===== config.mk =====
export PLATFORM = sky130hd
export DESIGN_NAME = imprs_top
export DESIGN_NICKNAME = d
export VERILOG_FILES = /design/src/imprs_pkg.sv /design/src/imprs_top.sv /design/src/imprs_src_gate.sv
export VERILOG_INCLUDE_DIRS = /design/src
export SDC_FILE = /design/constraint.sdc
export NUM_CORES = 1
export LEC_CHECK = 0
export ABC_CLOCK_PERIOD_IN_PS = 1400
export BUFFER_PORTS_ARGS = -buffer_cell sky130_fd_sc_hd__buf_4
export CORE_MARGIN = 1.5
export CORE_UTILIZATION = 45
export DETAILED_ROUTE_END_ITERATION = 12
export PLACE_DENSITY = 0.76
export RECOVER_POWER = 50
export SYNTH_ARGS = -nofsm -noshare
export SYNTH_HDL_FRONTEND = slang
export SYNTH_SLANG_ARGS = --single-unit

===== constraint.sdc =====
create_clock -name ref_clk -period 1.4 [get_ports ref_clk]
set_input_delay 0.14 -clock ref_clk [delete_from_list [all_inputs] [get_ports ref_clk]]
set_output_delay 0.14 -clock ref_clk [all_outputs]
set_load 0.005 [all_outputs]

===== src/imprs_consts.svh =====
// offsets, field positions and reset values of the interrupt mask and priority registers
// assumes: included by the top module only
`ifndef IMPRS_CONSTS_SVH
`define IMPRS_CONSTS_SVH

// ==========================================
// register offsets on the sfr bus
`define IMPRS_CORE_PRIO_ADDR 8'h00_B8
`define IMPRS_EXT_EN_ONE_ADDR 8'h00_E6
`define IMPRS_EXT_EN_TWO_ADDR 8'h00_E7
`define IMPRS_EXT_PRIO_ONE_ADDR 8'h00_F6

// ==========================================
// reset values and stored-bit masks
`define IMPRS_CORE_PRIO_RST 8'h00_80
`define IMPRS_CORE_PRIO_FIXED 8'h00_80
`define IMPRS_CORE_PRIO_MASK 8'h00_7F
`define IMPRS_EXT_ONE_RST 8'h00_00
`define IMPRS_EXT_ONE_MASK 8'h00_FD
`define IMPRS_EXT_TWO_RST 8'h00_00
`define IMPRS_EXT_TWO_MASK 8'h00_3F

// ==========================================
// field positions
`define IMPRS_CORE_FIXED_BIT 7
`define IMPRS_TIMER_THREE_BIT 7
`define IMPRS_CMP_ONE_BIT 6
`define IMPRS_CMP_ZERO_BIT 5
`define IMPRS_COUNTER_ARRAY_BIT 4
`define IMPRS_CONV_DONE_BIT 3
`define IMPRS_WINDOW_BIT 2
`define IMPRS_EXT_ONE_RSVD_BIT 1
`define IMPRS_SMBUS_ZERO_BIT 0
`define IMPRS_TIMER_FIVE_BIT 5
`define IMPRS_TIMER_FOUR_BIT 4
`define IMPRS_SMBUS_ONE_BIT 3
`define IMPRS_UART_ONE_BIT 1
`define IMPRS_EXT_LEVEL_TWO_BIT 0

// ==========================================
// source counts
`define IMPRS_CORE_SRCS 7
`define IMPRS_NUM_SRCS 20

`endif


===== src/imprs_pkg.sv =====
// types shared by the interrupt mask and priority block
// assumes: imprs_consts.svh holds the numbers
package imprs_pkg;

	// ==========================================
	// service nesting state
	typedef enum logic [1:0]
	{
		SVC_IDLE = 2'b00,
		SVC_LOW = 2'b01,
		SVC_HIGH = 2'b10,
		SVC_HIGH_OVER_LOW = 2'b11
	} imprs_svc_t;

endpackage


===== src/imprs_top.sv =====
// interrupt mask and priority registers with two-level request arbitration
// assumes: sfr bus from the core is synchronous, reads answered one cycle later;
// base enable bits and the global gate come from the base enable register outside
`timescale 1ns/100ps
`include "imprs_consts.svh"

module imprs_top
(
	// clock and reset
	input wire logic ref_clk,
	input wire logic nrst,
	// sfr bus
	input wire logic [7:0] sfr_addr,
	input wire logic sfr_wr,
	input wire logic [7:0] sfr_wdata,
	input wire logic sfr_bit_wr,
	input wire logic [2:0] sfr_bit_sel,
	input wire logic sfr_bit_val,
	input wire logic sfr_rd,
	output logic [7:0] sfr_rdata,
	// base enable register outside this block
	input wire logic global_irq_gate,
	input wire logic [6:0] core_src_gate,
	input wire logic [4:0] second_src_level,
	// source flags
	input wire logic [6:0] core_src_flag,
	input wire logic timer_three_low_overflow,
	input wire logic timer_three_high_overflow,
	input wire logic comparator_one_rise_flag,
	input wire logic comparator_one_fall_flag,
	input wire logic comparator_zero_rise_flag,
	input wire logic comparator_zero_fall_flag,
	input wire logic counter_array_flag,
	input wire logic conversion_done_flag,
	input wire logic window_compare_flag,
	input wire logic smbus_zero_flag,
	input wire logic timer_five_low_overflow,
	input wire logic timer_five_high_overflow,
	input wire logic timer_four_low_overflow,
	input wire logic timer_four_high_overflow,
	input wire logic smbus_one_flag,
	input wire logic uart_one_flag,
	input wire logic ext_level_input_two,
	// core sequencer
	input wire logic irq_ack,
	input wire logic irq_return,
	output logic irq_req,
	output logic irq_high,
	output logic [`IMPRS_NUM_SRCS-1:0] src_req,
	output imprs_pkg::imprs_svc_t svc_state
);

	// ==========================================
	// register state
	logic [6:0] core_priority_select_r;
	logic [7:0] extended_enable_one_r;
	logic [7:0] extended_enable_two_r;
	logic [7:0] extended_priority_one_r;
	logic [7:0] sfr_rdata_r;
	logic [`IMPRS_NUM_SRCS-1:0] src_req_r;
	imprs_pkg::imprs_svc_t svc_r;
	imprs_pkg::imprs_svc_t svc_nxt;

	logic sel_core;
	logic sel_en1;
	logic sel_en2;
	logic sel_pr1;
	assign sel_core = (sfr_addr == `IMPRS_CORE_PRIO_ADDR);
	assign sel_en1 = (sfr_addr == `IMPRS_EXT_EN_ONE_ADDR);
	assign sel_en2 = (sfr_addr == `IMPRS_EXT_EN_TWO_ADDR);
	assign sel_pr1 = (sfr_addr == `IMPRS_EXT_PRIO_ONE_ADDR);

	// ==========================================
	// core priority register
	// no page decode, bit and byte writes
	always_ff @(posedge ref_clk or negedge nrst)
	begin
		if (!nrst)
			core_priority_select_r <= 7'h00;
		else if (sel_core && sfr_wr)
			core_priority_select_r <= sfr_wdata[6:0];
		// bit 7 write has no effect
		else if (sel_core && sfr_bit_wr && sfr_bit_sel != 3'h7)
			core_priority_select_r[sfr_bit_sel] <= sfr_bit_val;
	end

	// ==========================================
	// extended registers, byte access only
	always_ff @(posedge ref_clk or negedge nrst)
	begin
		if (!nrst)
			extended_enable_one_r <= `IMPRS_EXT_ONE_RST;
		else if (sel_en1 && sfr_wr)
			extended_enable_one_r <= sfr_wdata & `IMPRS_EXT_ONE_MASK;
	end

	always_ff @(posedge ref_clk or negedge nrst)
	begin
		if (!nrst)
			extended_priority_one_r <= `IMPRS_EXT_ONE_RST;
		else if (sel_pr1 && sfr_wr)
			extended_priority_one_r <= sfr_wdata & `IMPRS_EXT_ONE_MASK;
	end

	always_ff @(posedge ref_clk or negedge nrst)
	begin
		if (!nrst)
			extended_enable_two_r <= `IMPRS_EXT_TWO_RST;
		// reserved bit 2 kept as written
		else if (sel_en2 && sfr_wr)
			extended_enable_two_r <= sfr_wdata & `IMPRS_EXT_TWO_MASK;
	end

	// ==========================================
	// read path, one cycle after the strobe
	always_ff @(posedge ref_clk or negedge nrst)
	begin
		if (!nrst)
			sfr_rdata_r <= 8'h00;
		else if (sfr_rd)
		begin
			if (sel_core)
				sfr_rdata_r <= `IMPRS_CORE_PRIO_FIXED | {1'b0, core_priority_select_r};
			else if (sel_en1)
				sfr_rdata_r <= extended_enable_one_r;
			else if (sel_en2)
				sfr_rdata_r <= extended_enable_two_r;
			else if (sel_pr1)
				sfr_rdata_r <= extended_priority_one_r;
			else
				sfr_rdata_r <= 8'h00;
		end
	end
	assign sfr_rdata = sfr_rdata_r;

	// ==========================================
	// source vectors, core sources in bits 6:0
	logic [`IMPRS_NUM_SRCS-1:0] flag_v;
	logic [`IMPRS_NUM_SRCS-1:0] gate_v;
	logic [`IMPRS_NUM_SRCS-1:0] level_v;
	logic [`IMPRS_NUM_SRCS-1:0] req_v;
	logic [`IMPRS_NUM_SRCS-1:0] req_high_v;
	logic [`IMPRS_NUM_SRCS-1:0] req_low_v;

	// level input two
	// bit 19 has no source and stays low
	assign flag_v = {
		1'b0,
		ext_level_input_two,
		uart_one_flag,
		smbus_one_flag,
		timer_four_low_overflow | timer_four_high_overflow,
		timer_five_low_overflow | timer_five_high_overflow,
		smbus_zero_flag,
		window_compare_flag,
		conversion_done_flag,
		counter_array_flag,
		comparator_zero_rise_flag | comparator_zero_fall_flag,
		comparator_one_rise_flag | comparator_one_fall_flag,
		timer_three_low_overflow | timer_three_high_overflow,
		core_src_flag
	};
	assign gate_v = {
		1'b0,
		extended_enable_two_r[`IMPRS_EXT_LEVEL_TWO_BIT],
		extended_enable_two_r[`IMPRS_UART_ONE_BIT],
		extended_enable_two_r[`IMPRS_SMBUS_ONE_BIT],
		extended_enable_two_r[`IMPRS_TIMER_FOUR_BIT],
		extended_enable_two_r[`IMPRS_TIMER_FIVE_BIT],
		extended_enable_one_r[`IMPRS_SMBUS_ZERO_BIT],
		extended_enable_one_r[`IMPRS_WINDOW_BIT],
		extended_enable_one_r[`IMPRS_CONV_DONE_BIT],
		extended_enable_one_r[`IMPRS_COUNTER_ARRAY_BIT],
		extended_enable_one_r[`IMPRS_CMP_ZERO_BIT],
		extended_enable_one_r[`IMPRS_CMP_ONE_BIT],
		extended_enable_one_r[`IMPRS_TIMER_THREE_BIT],
		core_src_gate
	};
	// core sources take their level here
	assign level_v = {
		1'b0,
		second_src_level,
		extended_priority_one_r[`IMPRS_SMBUS_ZERO_BIT],
		extended_priority_one_r[`IMPRS_WINDOW_BIT],
		extended_priority_one_r[`IMPRS_CONV_DONE_BIT],
		extended_priority_one_r[`IMPRS_COUNTER_ARRAY_BIT],
		extended_priority_one_r[`IMPRS_CMP_ZERO_BIT],
		extended_priority_one_r[`IMPRS_CMP_ONE_BIT],
		extended_priority_one_r[`IMPRS_TIMER_THREE_BIT],
		core_priority_select_r
	};

	imprs_src_gate #(.N(`IMPRS_NUM_SRCS)) u_gate
	(
		.flag(flag_v),
		.gate(gate_v),
		.level(level_v),
		.global_irq_gate(global_irq_gate),
		.req(req_v),
		.req_high(req_high_v),
		.req_low(req_low_v)
	);

	always_ff @(posedge ref_clk or negedge nrst)
	begin
		if (!nrst)
			src_req_r <= '0;
		else
			src_req_r <= req_v;
	end
	assign src_req = src_req_r;

	// ==========================================
	// nesting: high may interrupt low, never the reverse or equal
	logic any_high;
	logic any_low;
	logic take_high;
	logic take_low;
	assign any_high = |req_high_v;
	assign any_low = |req_low_v;
	assign take_high = any_high && (svc_r == imprs_pkg::SVC_IDLE || svc_r == imprs_pkg::SVC_LOW);
	assign take_low = any_low && !any_high && svc_r == imprs_pkg::SVC_IDLE;

	always_comb
	begin
		svc_nxt = svc_r;
		// return takes priority so an ack in the same cycle is not double counted
		if (irq_return)
		begin
			unique case (svc_r)
				imprs_pkg::SVC_IDLE: svc_nxt = imprs_pkg::SVC_IDLE;
				imprs_pkg::SVC_LOW: svc_nxt = imprs_pkg::SVC_IDLE;
				imprs_pkg::SVC_HIGH: svc_nxt = imprs_pkg::SVC_IDLE;
				imprs_pkg::SVC_HIGH_OVER_LOW: svc_nxt = imprs_pkg::SVC_LOW;
			endcase
		end
		else if (irq_ack && take_high)
			svc_nxt = (svc_r == imprs_pkg::SVC_LOW) ? imprs_pkg::SVC_HIGH_OVER_LOW : imprs_pkg::SVC_HIGH;
		else if (irq_ack && take_low)
			svc_nxt = imprs_pkg::SVC_LOW;
	end

	always_ff @(posedge ref_clk or negedge nrst)
	begin
		if (!nrst)
			svc_r <= imprs_pkg::SVC_IDLE;
		else
			svc_r <= svc_nxt;
	end

	assign irq_req = take_high | take_low;
	assign irq_high = take_high;
	assign svc_state = svc_r;

endmodule


===== src/imprs_src_gate.sv =====
// per-source request gating and level split
// assumes: flags, enables and levels are synchronous to ref_clk
`timescale 1ns/100ps
module imprs_src_gate
#(
	parameter int N = 20
)
(
	// source side
	input wire logic [N-1:0] flag,
	input wire logic [N-1:0] gate,
	input wire logic [N-1:0] level,
	input wire logic global_irq_gate,
	// gated requests
	output logic [N-1:0] req,
	output logic [N-1:0] req_high,
	output logic [N-1:0] req_low
);

	genvar i;
	generate
		for (i = 0; i < N; i++)
		begin : g_src
			assign req[i] = flag[i] & gate[i] & global_irq_gate;
			assign req_high[i] = req[i] & level[i];
			assign req_low[i] = req[i] & ~level[i];
		end
	endgenerate

endmodule


==> reports/results.ini <==
[outcome]
status = complete, but fails checks
violations = setup timing

[synthesis]
synth_ff_type = dfrtp_1
yosysTopAreaCellShare_pct = 50.2
seq_area_frac_synth_pct = 50.2
syn_inst = 242
synth-seq-cells = 56
netlist_top_cells_count = dfrtp_1 (56), mux2_1 (20), inv_1 (19)
ys_async_sr_fraction_pct = 100
synth-edff-count = 0
synth_warnings = 0
syn_area_um2 = 2790
ys_types = 48
syn_nets = 306
yosys-top-cells-area = dfrtp_1 (50%), mux2_1 (8.1%), and3_1 (2.7%)
syn_avg_cell_area_um2 = 11.5
synth.most_common_cell = dfrtp_1
synth.largest_area_cell = dfrtp_1

[routing]
wire_per_inst_um = 17.5
vias = 2581
postRouteWirelength_um = 8140
firstDrtPassIters = 5
antenna_left = 0
avgViaCountPerCell = 5.54
drt_iter0_drc = 122
drc = 0

[global_routing]
use_met3_pct = 5.11
grt_busiest_layer = met2
grt_pass1_vias = 2549
grt.total_usage_pct = 25.2
grt_pass1_wl_um = 12600
gr-usage-met2_pct = 43.7
grt_overflow_total = 0
antenna_found_initial = 0
use_met1_pct = 31.7
grt_max_degree = 32

[clock_tree]
clock_latency_ps = 300
cts_tree = yes
cts.sink_count = 56
path_clk_slew_ps = 100
cts_root_buffer = clkbuf_8
htree_num_levels = 2
clockBufferDepth = 2
cts_buffers = 5

[sta]
grt_setup_unrepaired = yes
final.setup.worst_slack_ps = -677
worstMarginPinSlew_ps = 713
hold_viol_final = 0
fmax_mhz = 481
slew_headroom_pct = 52.5
fin_tns_setup_ps = -2080
period_share_pct = 148
layout_min_cycle_time_ps = 2080
setup_viol = 4
slew_violations = 0
fin_skew_ps = 3.17
holdWs_ps = 65.9

[floorplan]
die_area_um2 = 6680
io_pins = 96
rows = 28
die-width_um = 81.8
start_util_pct = 46.9
die_h_um = 81.8
core_um2 = 5960

[setup_path]
end_kind = output pin
crit_arrival_ps = 1940
crit_type = flop to output pin
cp.required_ps = 1260
crit_fanout = 3
cp-start-kind = flop

[placed_design]
hpwlAfterDp_um = 6290
postPlaceCellArea_um2 = 3960
routabilityCongestion = 0.880
numPortBuffers = 94

[layout]
antenna-diode-count = 0
nets = 454
area_delta_synth_final_pct = 48.5
drive_gt1_share_pct = 47.1
stdcell_area_um2 = 4150

[flow_run]
maxCapViolations = 0

[pwr]
power_mw = 3.41
p_per_area_nw_per_um2 = 823
ir_worst_vdd_v = 0.000431
p_leak_nw = 2.20

[hold_path]
hp-class = primary input to flop

[area by class of cell]
type	instances	area, um^2
clock inverters	3	42.5
repair buffers	152	1160
well taps	75	93.8
multi-input cells	156	1310
inverters	19	71.3
flip-flops and latches	56	1400
clock buffers	5	68.8
fillers	471	1810
[worst max-delay path, stage by stage (launching register included)]
cell,delay (ps)
dfrtp_1,410
and4b_1,210
a2111oi_4,380
nand4_1,220
o21ai_2,200
a21oi_2,80
buf_4,130
[cell usage in the layout, fill, tap and decap left out, types with 6 or more instances in the layout]
| master | count |
|---|---|
| buf_4 | 144 |
| nor2_1 | 12 |
| o21ai_1 | 6 |
| mux2_1 | 20 |
| a21oi_1 | 9 |
| nand3_1 | 8 |
| nand4_1 | 7 |
| inv_1 | 19 |
| a222oi_1 | 7 |
| nand2_1 | 10 |
| and3_1 | 10 |
| dfrtp_1 | 56 |
| mux2i_1 | 7 |
[metrics by stage]
stage	setup WS, ps	instances	utilization (%)
2_1_floorplan	-37.0	242	-
3_3_place_gp	-261	452	66.5
3_5_place_dp	-273	452	66.5
4_1_cts	-571	465	69.6
5_1_grt	-747	466	69.6
6_report	-677	466	69.6
[registers in the layout, summed over array words and instances, names as in the netlist]
name	cells
extended_priority_one_r	7
src_req	19
extended_enable_one_r	7
core_priority_select_r	7
extended_enable_two_r	6
sfr_rdata	8
svc_state	2
[layer usage]
| layer | part of all wire [%] | up-vias | wire length [um] |
|---|---|---|---|
| met5 | 0 | - | 0 |
| met4 | 1.8 | 0 | 146 |
| met3 | 7.4 | 11 | 605 |
| met2 | 49 | 130 | 3950 |
| met1 | 42 | 1231 | 3440 |
| li1 | - | 1209 | - |
[report_power, final]
part           internal (mW)  total, mW  switching (mW)
clock network          0.530       1.05           0.523
registers               1.69       1.74          0.0507
logic                  0.345      0.619           0.274
total                   2.56       3.41           0.847
[worst paths after layout]
kind                       cells after the start                      from  slack [ps]                    endpoint
setup / recovery                               6  extended_enable_two_r[1]        -680                     irq_req
hold / removal                                 2              sfr_wdata[7]          70  extended_priority_one_r[7]
setup reg to reg                               8  extended_enable_two_r[1]        -620                svc_state[0]
hold reg to reg                                1  extended_enable_two_r[2]         510    extended_enable_two_r[2]
max in group asynchronous                      3                      nrst         160   core_priority_select_r[2]
min in group asynchronous                      2                      nrst         410                 src_req[14]
[cell families after synthesis]
group                  count (synthesis)  share of synthesized area [%]
buffers and inverters                 30                           5.24
muxes                                 31                           12.2
AOI/OAI and AO/OA                     51                           16.1
DFF                                   56                           50.2
other                                  1                          0.134
and+or+nand+nor                       73                           16.1
[repair_timing]
| item | 4_1_cts | 5_1_grt |
|---|---|---|
| resized for setup | 4 | 3 |
| hold endpoints to repair | 28 | 0 |
| buffers inserted | 3 | 1 |
| gates cloned | 0 | 0 |
| hold buffers | 2 | 0 |
| pin swaps | 3 | 1 |
| endpoints found under the setup margin | 4 | 4 |
Power figures use the tool's default switching activity.
